### config.mk
export PLATFORM = sky130hd
export DESIGN_NAME = emcr_regs
export DESIGN_NICKNAME = d
export VERILOG_FILES = /design/src/hdl/emcr_pkg.sv /design/src/hdl/emcr_regs.sv
export SDC_FILE = /design/constraint.sdc
export NUM_CORES = 1
export LEC_CHECK = 0
export BUFFER_PORTS_ARGS = -buffer_cell sky130_fd_sc_hd__buf_4
export CAP_MARGIN = 5
export CELL_PAD_IN_SITES_DETAIL_PLACEMENT = 0
export CELL_PAD_IN_SITES_GLOBAL_PLACEMENT = 1
export CORE_MARGIN = 4
export CORE_UTILIZATION = 46
export CTS_CLUSTER_SIZE = 30
export DETAILED_ROUTE_END_ITERATION = 8
export PLACE_DENSITY_LB_ADDON = 0.2
export SYNTH_ARGS = -nofsm -noshare
export SYNTH_HDL_FRONTEND = slang
export SYNTH_SLANG_ARGS = --single-unit
### constraint.sdc
create_clock -name clk_in -period 4.6 [get_ports clk_in]
set_input_delay 1.38 -clock clk_in [delete_from_list [all_inputs] [get_ports clk_in]]
set_output_delay 1.38 -clock clk_in [all_outputs]
set_load 0.05 [all_outputs]
### src/hdl/emcr_pkg.sv
// constants shared by the energy meter configuration register bank
package emcr_pkg;
  // register addresses on the meter address pointer
  localparam logic [6:0] ADDR_MODE_A = 7'h0b;
  localparam logic [6:0] ADDR_MODE_B = 7'h0c;
  localparam logic [6:0] ADDR_REACT_DIV = 7'h25;
  localparam logic [6:0] ADDR_APPAR_DIV = 7'h26;
  localparam logic [6:0] ADDR_PA_NUM = 7'h27;
  localparam logic [6:0] ADDR_PA_DEN = 7'h28;
  localparam logic [6:0] ADDR_PB_NUM = 7'h29;
  localparam logic [6:0] ADDR_PB_DEN = 7'h2a;
  localparam logic [6:0] ADDR_RSVD_A = 7'h3b;
  localparam logic [6:0] ADDR_RSVD_B = 7'h3c;
  localparam logic [6:0] ADDR_CAL_MODE = 7'h3d;
  localparam logic [6:0] ADDR_RSVD_C = 7'h3e;
  localparam logic [6:0] ADDR_RSVD_D = 7'h3f;
  // reset values
  localparam logic [7:0] RST_MODE_A = 8'h06;
  localparam logic [7:0] RST_MODE_B = 8'h40;
  localparam logic [7:0] RST_DIV = 8'h00;
  localparam logic [15:0] RST_NUM = 16'h0000;
  localparam logic [15:0] RST_DEN = 16'h003f;
  localparam logic [7:0] RST_RSVD8 = 8'h00;
  localparam logic [15:0] RST_RSVD_B = 16'h0300;
  localparam logic [7:0] RST_CAL = 8'h00;
  // mode a bit positions
  localparam int BIT_SOFT_RESET = 7;
  localparam int BIT_ZX_FILT_OFF = 6;
  localparam int BIT_INTEG_ON = 5;
  localparam int BIT_CH_SWAP = 4;
  localparam int BIT_PWR_OFF = 3;
  localparam int BIT_PB_OFF = 2;
  localparam int BIT_PA_OFF = 1;
  localparam int BIT_HP_OFF = 0;
  // mode b field positions
  localparam int PB_SRC_HI = 7;
  localparam int PB_SRC_LO = 6;
  localparam int PA_SRC_HI = 5;
  localparam int PA_SRC_LO = 4;
  localparam int BIT_APP_RMS = 3;
  localparam int BIT_RMS_ZX = 2;
  // source codes seen by the pulse generators
  localparam logic [1:0] SRC_ACTIVE = 2'h0;
  localparam logic [1:0] SRC_REACTIVE = 2'h1;
  localparam logic [1:0] SRC_APPARENT = 2'h2;
  localparam logic [1:0] SRC_RMS_CURRENT = 2'h3;
  localparam logic [15:0] RD_ZERO = 16'h0000;
endpackage : emcr_pkg

### src/hdl/emcr_regs.sv
// configuration registers and mode decode of the energy meter
`timescale 1ns/1ps
module emcr_regs
  import emcr_pkg::*;
(
  input wire logic clk_in,
  input wire logic arst_n_in,
  input wire logic [6:0] addr_in,
  input wire logic wr_in,
  input wire logic rd_in,
  input wire logic [15:0] wdata_in,
  output logic [15:0] rdata_out,
  output logic rvalid_out,
  output logic meas_reset_out,
  output logic zx_filter_bypass_out,
  output logic integrator_on_out,
  output logic channel_swap_out,
  output logic converter_power_off_out,
  output logic highpass_bypass_out,
  output logic pulse_a_enable_out,
  output logic pulse_b_enable_out,
  output logic [1:0] pulse_a_quantity_out,
  output logic [1:0] pulse_b_quantity_out,
  output logic apparent_accum_rms_out,
  output logic rms_on_zero_cross_out,
  output logic [7:0] reactive_energy_divider_out,
  output logic [7:0] apparent_energy_divider_out,
  output logic [15:0] pulse_a_numerator_out,
  output logic [15:0] pulse_a_denominator_out,
  output logic [15:0] pulse_b_numerator_out,
  output logic [15:0] pulse_b_denominator_out,
  output logic [7:0] calibration_mode_out
);
  typedef struct packed {
    logic [7:0] meter_mode_a;
    logic [7:0] meter_mode_b;
    logic [7:0] reactive_energy_divider;
    logic [7:0] apparent_energy_divider;
    logic [15:0] pulse_a_numerator;
    logic [15:0] pulse_a_denominator;
    logic [15:0] pulse_b_numerator;
    logic [15:0] pulse_b_denominator;
    logic [7:0] reserved_a;
    logic [15:0] reserved_b;
    logic [7:0] calibration_mode;
    logic [7:0] reserved_c;
    logic [7:0] reserved_d;
    logic [15:0] rdata;
    logic rvalid;
    logic meas_reset;
    logic pulse_a_en;
    logic pulse_b_en;
    logic [1:0] pulse_a_q;
    logic [1:0] pulse_b_q;
  } emcr_state_s;

  emcr_state_s st;
  emcr_state_s next_st;

  // quantity a pulse output follows, given its 2-bit source field
  function automatic logic [1:0] emcr_quantity(input logic [1:0] src, input logic app_rms);
    logic [1:0] q;
    q = src;
    if (src[1])
    begin
      // one shared bit picks for both outputs, so they never mix va and rms
      q = app_rms ? SRC_RMS_CURRENT : SRC_APPARENT;
    end
    return q;
  endfunction : emcr_quantity

  // default image of every register, used by hard and soft reset
  function automatic emcr_state_s emcr_defaults();
    emcr_state_s d;
    d.meter_mode_a = RST_MODE_A;
    d.meter_mode_b = RST_MODE_B;
    d.reactive_energy_divider = RST_DIV;
    d.apparent_energy_divider = RST_DIV;
    d.pulse_a_numerator = RST_NUM;
    d.pulse_a_denominator = RST_DEN;
    d.pulse_b_numerator = RST_NUM;
    d.pulse_b_denominator = RST_DEN;
    d.reserved_a = RST_RSVD8;
    d.reserved_b = RST_RSVD_B;
    d.calibration_mode = RST_CAL;
    d.reserved_c = RST_RSVD8;
    d.reserved_d = RST_RSVD8;
    d.rdata = RD_ZERO;
    d.rvalid = 1'b0;
    d.meas_reset = 1'b0;
    // decoded pulse controls follow the mode defaults
    d.pulse_a_en = ~RST_MODE_A[BIT_PA_OFF];
    d.pulse_b_en = ~RST_MODE_A[BIT_PB_OFF];
    d.pulse_a_q = emcr_quantity(RST_MODE_B[PA_SRC_HI:PA_SRC_LO], RST_MODE_B[BIT_APP_RMS]);
    d.pulse_b_q = emcr_quantity(RST_MODE_B[PB_SRC_HI:PB_SRC_LO], RST_MODE_B[BIT_APP_RMS]);
    return d;
  endfunction : emcr_defaults

  // register writes, soft reset and read mux
  always_comb
  begin
    next_st = st;
    next_st.meas_reset = 1'b0;
    next_st.rvalid = rd_in;
    if (wr_in)
    begin
      case (addr_in)
        ADDR_MODE_A: next_st.meter_mode_a = wdata_in[7:0];
        ADDR_MODE_B: next_st.meter_mode_b = wdata_in[7:0];
        ADDR_REACT_DIV: next_st.reactive_energy_divider = wdata_in[7:0];
        ADDR_APPAR_DIV: next_st.apparent_energy_divider = wdata_in[7:0];
        ADDR_PA_NUM: next_st.pulse_a_numerator = wdata_in;
        ADDR_PA_DEN: next_st.pulse_a_denominator = wdata_in;
        ADDR_PB_NUM: next_st.pulse_b_numerator = wdata_in;
        ADDR_PB_DEN: next_st.pulse_b_denominator = wdata_in;
        // reserved entries are stored as written; keeping defaults is software's job
        ADDR_RSVD_A: next_st.reserved_a = wdata_in[7:0];
        ADDR_RSVD_B: next_st.reserved_b = wdata_in;
        ADDR_CAL_MODE: next_st.calibration_mode = wdata_in[7:0];
        ADDR_RSVD_C: next_st.reserved_c = wdata_in[7:0];
        ADDR_RSVD_D: next_st.reserved_d = wdata_in[7:0];
        default: next_st.meas_reset = 1'b0;
      endcase
      // soft reset bit self-clears: every register returns to default
      if (addr_in == ADDR_MODE_A && wdata_in[BIT_SOFT_RESET])
      begin
        next_st = emcr_defaults();
        next_st.meas_reset = 1'b1;
      end
    end
    // pulse controls decoded from the next mode image, so they are flops yet land with the write
    next_st.pulse_a_en = ~next_st.meter_mode_a[BIT_PA_OFF];
    next_st.pulse_b_en = ~next_st.meter_mode_a[BIT_PB_OFF];
    next_st.pulse_a_q = emcr_quantity(next_st.meter_mode_b[PA_SRC_HI:PA_SRC_LO],
      next_st.meter_mode_b[BIT_APP_RMS]);
    next_st.pulse_b_q = emcr_quantity(next_st.meter_mode_b[PB_SRC_HI:PB_SRC_LO],
      next_st.meter_mode_b[BIT_APP_RMS]);
    // read data registered one cycle after the strobe
    if (rd_in)
    begin
      case (addr_in)
        ADDR_MODE_A: next_st.rdata = {8'h00, st.meter_mode_a};
        ADDR_MODE_B: next_st.rdata = {8'h00, st.meter_mode_b};
        ADDR_REACT_DIV: next_st.rdata = {8'h00, st.reactive_energy_divider};
        ADDR_APPAR_DIV: next_st.rdata = {8'h00, st.apparent_energy_divider};
        ADDR_PA_NUM: next_st.rdata = st.pulse_a_numerator;
        ADDR_PA_DEN: next_st.rdata = st.pulse_a_denominator;
        ADDR_PB_NUM: next_st.rdata = st.pulse_b_numerator;
        ADDR_PB_DEN: next_st.rdata = st.pulse_b_denominator;
        ADDR_RSVD_A: next_st.rdata = {8'h00, st.reserved_a};
        ADDR_RSVD_B: next_st.rdata = st.reserved_b;
        ADDR_CAL_MODE: next_st.rdata = {8'h00, st.calibration_mode};
        ADDR_RSVD_C: next_st.rdata = {8'h00, st.reserved_c};
        ADDR_RSVD_D: next_st.rdata = {8'h00, st.reserved_d};
        default: next_st.rdata = RD_ZERO;
      endcase
    end
  end

  // state register
  always_ff @(posedge clk_in or negedge arst_n_in)
  begin
    if (!arst_n_in)
    begin
      st <= emcr_defaults();
    end
    else
    begin
      st <= next_st;
    end
  end

  // decoded controls, all taken straight from the state flops
  assign rdata_out = st.rdata;
  assign rvalid_out = st.rvalid;
  assign meas_reset_out = st.meas_reset;
  assign zx_filter_bypass_out = st.meter_mode_a[BIT_ZX_FILT_OFF];
  assign integrator_on_out = st.meter_mode_a[BIT_INTEG_ON];
  assign channel_swap_out = st.meter_mode_a[BIT_CH_SWAP];
  assign converter_power_off_out = st.meter_mode_a[BIT_PWR_OFF];
  assign pulse_b_enable_out = st.pulse_b_en;
  assign pulse_a_enable_out = st.pulse_a_en;
  assign highpass_bypass_out = st.meter_mode_a[BIT_HP_OFF];
  assign pulse_b_quantity_out = st.pulse_b_q;
  assign pulse_a_quantity_out = st.pulse_a_q;
  assign apparent_accum_rms_out = st.meter_mode_b[BIT_APP_RMS];
  assign rms_on_zero_cross_out = st.meter_mode_b[BIT_RMS_ZX];
  assign reactive_energy_divider_out = st.reactive_energy_divider;
  assign apparent_energy_divider_out = st.apparent_energy_divider;
  assign pulse_a_numerator_out = st.pulse_a_numerator;
  assign pulse_a_denominator_out = st.pulse_a_denominator;
  assign pulse_b_numerator_out = st.pulse_b_numerator;
  assign pulse_b_denominator_out = st.pulse_b_denominator;
  assign calibration_mode_out = st.calibration_mode;
endmodule : emcr_regs

# Word-level counts from Yosys, hierarchy flattened
# Index checks and enable logic that the tools add are counted.
[totals] output_inout_bits=119 reg_bits=168
[op_classes] bitwise_logic=2 n_reduce_logical=30 n_mux=20 n_eq_ne=13
[ops] operator="one-hot mux 16 bit (13 select lines)" count=1
[ops] operator="2-to-1 mux 168 bit" count=1
[ops] operator="2-to-1 mux 163 bit" count=1
[ops] operator="2-to-1 mux 16 bit" count=6
[ops] operator="equality test 7 x 6 -> 1 bit, second input constant" count=11
[ops] operator="2-to-1 mux 8 bit" count=8
[ops] operator="nonzero test 2 bit" count=15
[ops] operator="AND reduction 2 bit" count=14
[ops] operator="equality test 7 x 4 -> 1 bit, second input constant" count=2
[ops] operator="2-to-1 mux 2 bit" count=2
[ops] operator="NOT 1 bit" count=2
[ops] operator="logical AND 1 bit" count=1
[ops] operator="2-to-1 mux 1 bit" count=1

# Depth between registers and ports, before layout
# Gate-level depths: netlist of run 1.
[logic_depth] depth_word=6 ltp_mapped=9 depth_no_buf=5

# Least setup slack after synthesis of run 1
# No wires, ideal clock.
[synth_timing] path_type="input to register" from="in addr_in[0]" to="reg st, in the netlist rdata_out[6]" required_time_ps=4479 cell_stages=6 t_arrival_ps=2852 path_slack_ps=1627 n_path_buf=2 setup_ps=121 path_cell_list="buf_2 buf_2 mux4_2 a222oi_1 o2111ai_1 a22o_1"
[synth_via] elab_chain_cells=4
[synth_lines] item="start, declared" line="emcr_regs.sv:8" source="input wire logic [6:0] addr_in,"
[synth_lines] item="parallel branches: the longest is 4 deep, another holds one-hot mux 16 bit (13 select lines)"
[synth_lines] item="end signal, assigned" line="emcr_regs.sv:165" source="st <= emcr_defaults();"
[synth_lines] item="end signal, assigned" line="emcr_regs.sv:169" source="st <= next_st;"
[synth_lines] item="end, declared" line="emcr_regs.sv:57" source="emcr_state_s st;"
# Several ways; the timed one is not identified.
# A chain may end at the register's enable or synchronous reset.

# Worst setup path after layout of run 1
[layout_timing] from="in addr_in[0]" to="reg st[39] (netlist name)"
[layout_via] elab_chain_cells=4
[layout_lines] item="equality test 7 x 4 -> 1 bit" line="emcr_regs.sv:125" source="if (addr_in == ADDR_MODE_A && wdata_in[BIT_SOFT_RESET])"
[layout_lines] item="logical AND 1 bit" line="emcr_regs.sv:125"
[layout_lines] item="nonzero test 2 bit (no source line)"
[layout_lines] item="AND reduction 2 bit (no source line)"
# Parallel ways exist; a longest one is shown, timed or not. The select of a mux whose other input is x is not followed.

==> results of run 1 <==
## cell families after synthesis
group / after synthesis / synth area share, %
compound gates: 244 / 20.5
flops: 165 / 50.7
buf+inv: 165 / 13.1
mux: 11 / 2.00
simple gates: 232 / 13.7
## state kept, by name (all words and copies together) (netlist names), 2 cells and up
signal / flops
apparent_energy_divider_out: 8
calibration_mode_out: 8
pulse_a_denominator_out: 16
pulse_a_numerator_out: 16
pulse_b_denominator_out: 16
pulse_b_numerator_out: 16
pulse_b_quantity_out: 2
rdata_out: 16
reactive_energy_divider_out: 8
st: 47
## area by class of cell
cell class | instances | share of cell area, %
Timing Repair Buffer | 151 | 12.5
Sequential cell | 165 | 45.1
Clock buffer | 18 | 4.77
Multi-Input combinational cell | 487 | 32.3
Clock inverter | 14 | 1.90
Inverter | 9 | 0.367
Tap cell | 225 | 3.06
## power by group through the flow
stage / logic (µW) / clock network [µW] / registers, µW
floorplan: 715 / 0 / 1760
global placement: 875 / 0 / 1780
detailed placement: 885 / 0 / 1790
CTS: 887 / 1490 / 1760
global route: 930 / 1560 / 1780
finish: 882 / 1470 / 1770
## stage by stage
stage / hold WS [ps] / utilization (%) / setup WS, ps / instances
final: 465 / 53.0 / 1030 / 1069
after global routing: 483 / 53.0 / 874 / 1069
after CTS: 465 / 53.0 / 1030 / 1069
after detailed placement: 455 / 49.5 / 580 / 1037
after global placement: 450 / 49.5 / 628 / 1037
after floorplan: 439 / - / 1630 / 817
## critical path, stage by stage
cell     delay (ps)
buf_4           310
and4b_1         460
and3_1          760
o21ai_1         600
a22o_1          340
## placed cells by master (no fill, tap or decap), types with 4 or more instances in the layout
master,Yosys,routed
clkbuf_16,0,17
nand4_1,5,5
a22o_1,44,44
nor3_1,8,8
o21ai_0,106,102
mux2i_1,4,4
o21ai_1,7,9
nor2_1,11,11
a21oi_1,6,6
nor2b_1,5,5
o22a_1,14,14
dfstp_2,18,18
a222oi_1,10,10
a22oi_1,24,24
clkinv_4,0,4
o21ai_2,2,4
inv_1,9,9
and3_1,13,13
nand2_1,147,147
and2_1,7,7
nand2b_1,4,4
mux4_2,4,4
dfrtp_1,147,147
nand3b_1,5,5
nand3_1,6,6
buf_4,111,149
## final timing paths
| path | cells after the start | slack, ps | end |
|---|---|---|---|
| worst max-delay path | 5 | 1030 | st[39] |
| worst min register to register | 2 | 470 | st[57] |
| min in group asynchronous | 1 | 1030 | apparent_energy_divider_out[0] |
| worst min-delay path | 2 | 470 | st[57] |
| max in group asynchronous | 2 | 2660 | calibration_mode_out[2] |
| worst max register to register | 4 | 2600 | rdata_out[5] |
## per-layer routing
layer	GRT usage, %	vias up
li1	-	2843
met1	38.4	3268
met2	36.2	316
met3	4.82	41
met4	7.60	0
met5	0	-
==> summary.md, run 1 <==
| Metric | Value |
|---|---|
| Clk sinks | `165` |
| Synth cell count leaders | `147 x dfrtp_1, 147 x nand2_1, 111 x buf_4` |
| Unrepaired setup endpoints after global routing | `false` |
| Final period utilization | `~78%` |
| Placed Area | `8580 µm²` |
| Crit path max fanout | `28` |
| Crit path launch | `addr_in[0]` |
| Design internal power | `2750 µW` |
| CTS tree | `yes` |
| # DRC | `0` |
| Crit end category | `register` |
| Multi-input gate area in the final layout | `2970 µm²` |
| Syn Area/Cell | `around 10 µm²` |
| Hold buffers post-CTS | `0` |
| Vias | `about 6500` |
| Static leakage | `0.00431 µW` |
| Worst-path clk slew | `60 ps` |
| Met3 Routed Length | `about 2100 µm` |
| Clk buf depth | `2` |
| Syn Nets | `844` |
| P_sw | `1370 µW` |
| Status | `finished, final reports clean` |
| Slew Limit Fails | `0` |
| CP startpoint kind | `primary input` |
| Sw Share | `33.2%` |
| First-pass GRT wire length | `38000 µm` |
| Die Y | `141 µm` |
| Root buf cell | `clkbuf_16` |
| Synthesis-to-finish area growth | `12.4%` |
| Comb pwr share | `21.4%` |
| EDFF count, synth | `0` |
| Synth area leaders | `dfrtp_1 45%, buf_4 10%, nand2_1 6.7%` |
| Die area | `20000 µm²` |
| Synth Cell Area | `8180 µm²` |
| Final setup TNS | `0 ps` |
| Synth area leader | `dfrtp_1` |
| Final Setup Violations | `0` |
| Design area | `9200 µm²` |
| Gpl congestion | `around 0.93` |
| Largest net degree at the start of global routing | `99` |
| Pwr Total | `around 4000 µW` |
| DR iter-0 viols | `727` |
| Post-DRT Antenna Nets | `0` |
| Antenna cells | `0` |
| Critical path data arrival time | `3880 ps` |
| # rows | `48` |
| Netlist cell types | `63` |
| Synth warn | `0` |
| Layout Nets | `858` |
| Worst ir drop on vdd | `262 µV` |
| Clock Latency Late Sink | `430 ps` |
| Power Dens Cells | `around 450 nW/µm²` |
| Met1 wire length | `between 10000 and 15000 µm` |
| Top_reg_cell synth | `dfrtp_1` |
| Worst Clk Skew | `7.79 ps` |
| Register bit count reported by yosys | `165` |
| Met2 Wirelength | `around 11000 µm` |
| Top layer in use | `met4` |
| Core ar. | `17400 µm²` |
| DR vias/cell | `6.05` |
| Vias in the first global route | `6009` |
| Final Hold Fails | `0` |
| WS Path Type | `in -> reg` |
| Cells after synthesis | `about 800` |
| Max Cap Viol | `0` |
| R2r startpoint | `calibration_mode_out[5]` |
| Slew margin rel. | `15.9%` |
| Initial antenna violation count | `0` |
| Minimum clock period after layout | `~3600 ps` |
| Fraction of layout cells with a size suffix above 1 | `26.4%` |
| Setup Buffers After CTS | `0` |
| CTS H-tree depth | `4` |
| TritonRoute pass-1 iters | `7` |
| Post-synthesis sequential area ratio | `50.7%` |
| Initial Utilization | `47.1%` |
| Yosys top cell area share | `45.0%` |
| Cts repair resizes | `0` |
| Flip-flop and latch area | `4150 µm²` |
| Hold Path Class | `reg -> reg` |
| Die Width | `between 100 and 150 µm` |
| Sequential share of power | `42.9%` |
| Final HPWL DP | `18100 µm` |
| Fill count | `roughly 1600` |
| CTS buffer count | `17` |
| Worst-Margin Slew | `1260 ps` |
| Max frequency | `280 MHz` |
| Async S/R FF share, synth | `100%` |
| Min-delay src | `st[57]` |
| Tot GR Track Use | `25.1%` |
| GRT overflow | `0` |
| Port Buf Inserts | `145` |
| WL/cell | `23.5 µm` |
| Num ports | `146` |
| Req. time, crit path | `4910 ps` |
| Clock power frac | `35.7%` |
| Total wire length | `25200 µm` |
(Power assumes the default switching activity.)
==> inputs of run 2 (changes only) <==
--- a/config.mk
+++ b/config.mk
@@ -10,7 +10,7 @@
 export CELL_PAD_IN_SITES_DETAIL_PLACEMENT = 0
 export CELL_PAD_IN_SITES_GLOBAL_PLACEMENT = 1
 export CORE_MARGIN = 4
-export CORE_UTILIZATION = 46
+export CORE_UTILIZATION = 39
 export CTS_CLUSTER_SIZE = 30
 export DETAILED_ROUTE_END_ITERATION = 8
 export PLACE_DENSITY_LB_ADDON = 0.2
==> constraint.sdc (replaced) <==
create_clock -name clk_in -period 3.07 [get_ports clk_in]
set_input_delay 0.921 -clock clk_in [delete_from_list [all_inputs] [get_ports clk_in]]
set_output_delay 0.921 -clock clk_in [all_outputs]
set_load 0.05 [all_outputs]
==> summary.md, run 2 (same netlist as run 1, synthesis figures left out) <==
| Metric | Value |
|---|---|
| Met3 Routed Length | `1870 µm` |
| # DRC | `0` |
| Clk sinks | `165` |
| Port Buf Inserts | `145` |
| Unrepaired setup endpoints after global routing | `false` |
| WS Path Type | `in -> reg` |
| Largest net degree at the start of global routing | `66` |
| TritonRoute pass-1 iters | `5` |
| Final HPWL DP | `19600 µm` |
| Final Hold Fails | `0` |
| Critical path data arrival time | `2800 ps` |
| WL/cell | `~23 µm` |
| Die Y | `153 µm` |
| CP startpoint kind | `primary input` |
| Post-DRT Antenna Nets | `0` |
| Family with the most delay on the worst path | `compound AO/OA/AOI/OAI gates` |
| Final setup TNS | `0 ps` |
| Worst Clk Skew | `9.03 ps` |
| Met2 Wirelength | `11800 µm` |
| Most frequent cells in the layout | `166 x buf_4, 147 x nand2_1, 147 x dfrtp_1, 103 x o21ai_0, 44 x a22o_1` |
| Util after Layout | `46.6%` |
| CTS buffer count | `17` |
| Hold buffers post-CTS | `0` |
| Final Setup Violations | `0` |
| Crit path max fanout | `16` |
| Initial antenna violation count | `0` |
| Cells after DPL | `1104` |
| # rows | `52` |
| Core ar. | `20400 µm²` |
| Die area | `23400 µm²` |
| Worst-Margin Slew | `between 900 and 1000 ps` |
| Crit-path cells | `buf_4 > or3b_4 > nor3_2 > buf_12 > a222oi_1 > nand2_1 > a22o_1` |
| Flip-flop and latch area | `4150 µm²` |
| Cts repair resizes | `0` |
| CP max stage delay | `680 ps` |
| DR iter-0 viols | `622` |
| Initial Utilization | `40.0%` |
| Power Dens Cells | `668 nW/µm²` |
| Slew Limit Fails | `0` |
| Antenna cells | `0` |
| Worst ir drop on vdd | `between 300 and 400 µV` |
| Num ports | `146` |
| Largest register FFs | `47` |
| Vias | `roughly 6300` |
| Met1 wire length | `between 10000 and 15000 µm` |
| Crit end category | `register` |
| Req. time, crit path | `3400 ps` |
| Static leakage | `roughly 0.0045 µW` |
| Synthesis-to-finish area growth | `16.3%` |
| Multi-input gate area in the final layout | `slightly below 3000 µm²` |
| Root buf cell | `clkbuf_16` |
| Fraction of layout cells with a size suffix above 1 | `28.2%` |
| DR vias/cell | `5.52` |
| Tot GR Track Use | `22.6%` |
| Max frequency | `405 MHz` |
| Setup Buffers After CTS | `0` |
| Die Width | `153 µm` |
| Crit-path slowest cell | `a222oi_1` |
| Hold Path Class | `reg -> reg` |
| Top layer in use | `met4` |
| Status | `finished, final reports clean` |
| Total wire length | `26300 µm` |
| CTS H-tree depth | `4` |
| Clk buf depth | `2` |
| Placed Area | `between 8000 and 9000 µm²` |
| Vias in the first global route | `6277` |
| Non-Filler Instances | `1136` |
| Fill count | `1965` |
| CTS tree | `yes` |
| Gpl congestion | `between 0.8 and 0.9` |
| Top reg by flops | `st` |
| Minimum clock period after layout | `2470 ps` |
| Most common library cell in the layout ignoring fill and taps | `buf_4` |
| Layout Nets | `880` |
| Clock Latency Late Sink | `around 440 ps` |
| Max Cap Viol | `0` |
| Worst-path clk slew | `70 ps` |
| First-pass GRT wire length | `40200 µm` |
| Crit path buffers/inverters | `2` |
| Design area | `9510 µm²` |
| Slew margin rel. | `37.3%` |
| GRT overflow | `0` |
| Final period utilization | `80.5%` |
==> run 2: cell types whose count changed in the layout (fill, tap and decap cells not counted), moves of 2 or more <==
cell        previous run  this run
inv_8                  0         3
buf_4                149       166
clkinv_2               2         0
buf_12                 1         6
inv_6                  2         4
clkinvlp_4             3         0
==> run 2: power breakdown <==
part | internal (µW) | switching [µW]
clock network | 1390 | 973
registers | 2430 | 216
logic | 395 | 945
total | 4220 | 2140
==> run 2: worst reg2reg max path, delay by kind of cell, from the launching register on <==
kind               cells  cell delay (ps)
DFF                    1              430
AOI/OAI and AO/OA      2              770
muxes                  1              470
and+or+nand+nor        1              210
==> run 2: path summary, 6_finish.rpt <==
check | from | end | slack, ps | cells past startpoint
max | addr_in[5] | rdata_out[12] | 600 | 7
max in group asynchronous | arst_n_in | st[30] | 1850 | 2
min | st[56] | st[56] | 470 | 2
min reg2reg | st[56] | st[56] | 470 | 2
min in group asynchronous | arst_n_in | apparent_energy_divider_out[6] | 480 | 1
max reg2reg | calibration_mode_out[5] | rdata_out[5] | 1070 | 4
==> run 2: area by class of cell <==
type | count | share of cell area, %
clock buffers | 18 | 4.51
clock inverters | 14 | 2.26
inverters | 9 | 0.355
multi-input cells | 487 | 31.2
flip-flops and latches | 165 | 43.6
well taps | 270 | 3.55
repair buffers | 173 | 14.5
==> run 2: layer usage <==
metal / track usage (%) / up-vias
met2: 33.4 / 207
met1: 33.1 / 3135
li1: - / 2904
met3: 6.28 / 26
met5: 0 / -
met4: 5.52 / 0
==> run 2: per-stage QoR <==
stage	total power [µW]	setup WS, ps	hold slack [ps]
after floorplan	3700	556	439
after global placement	4010	220	447
after detailed placement	4030	197	457
after CTS	6400	657	465
after global routing	6600	522	493
final	6360	600	465
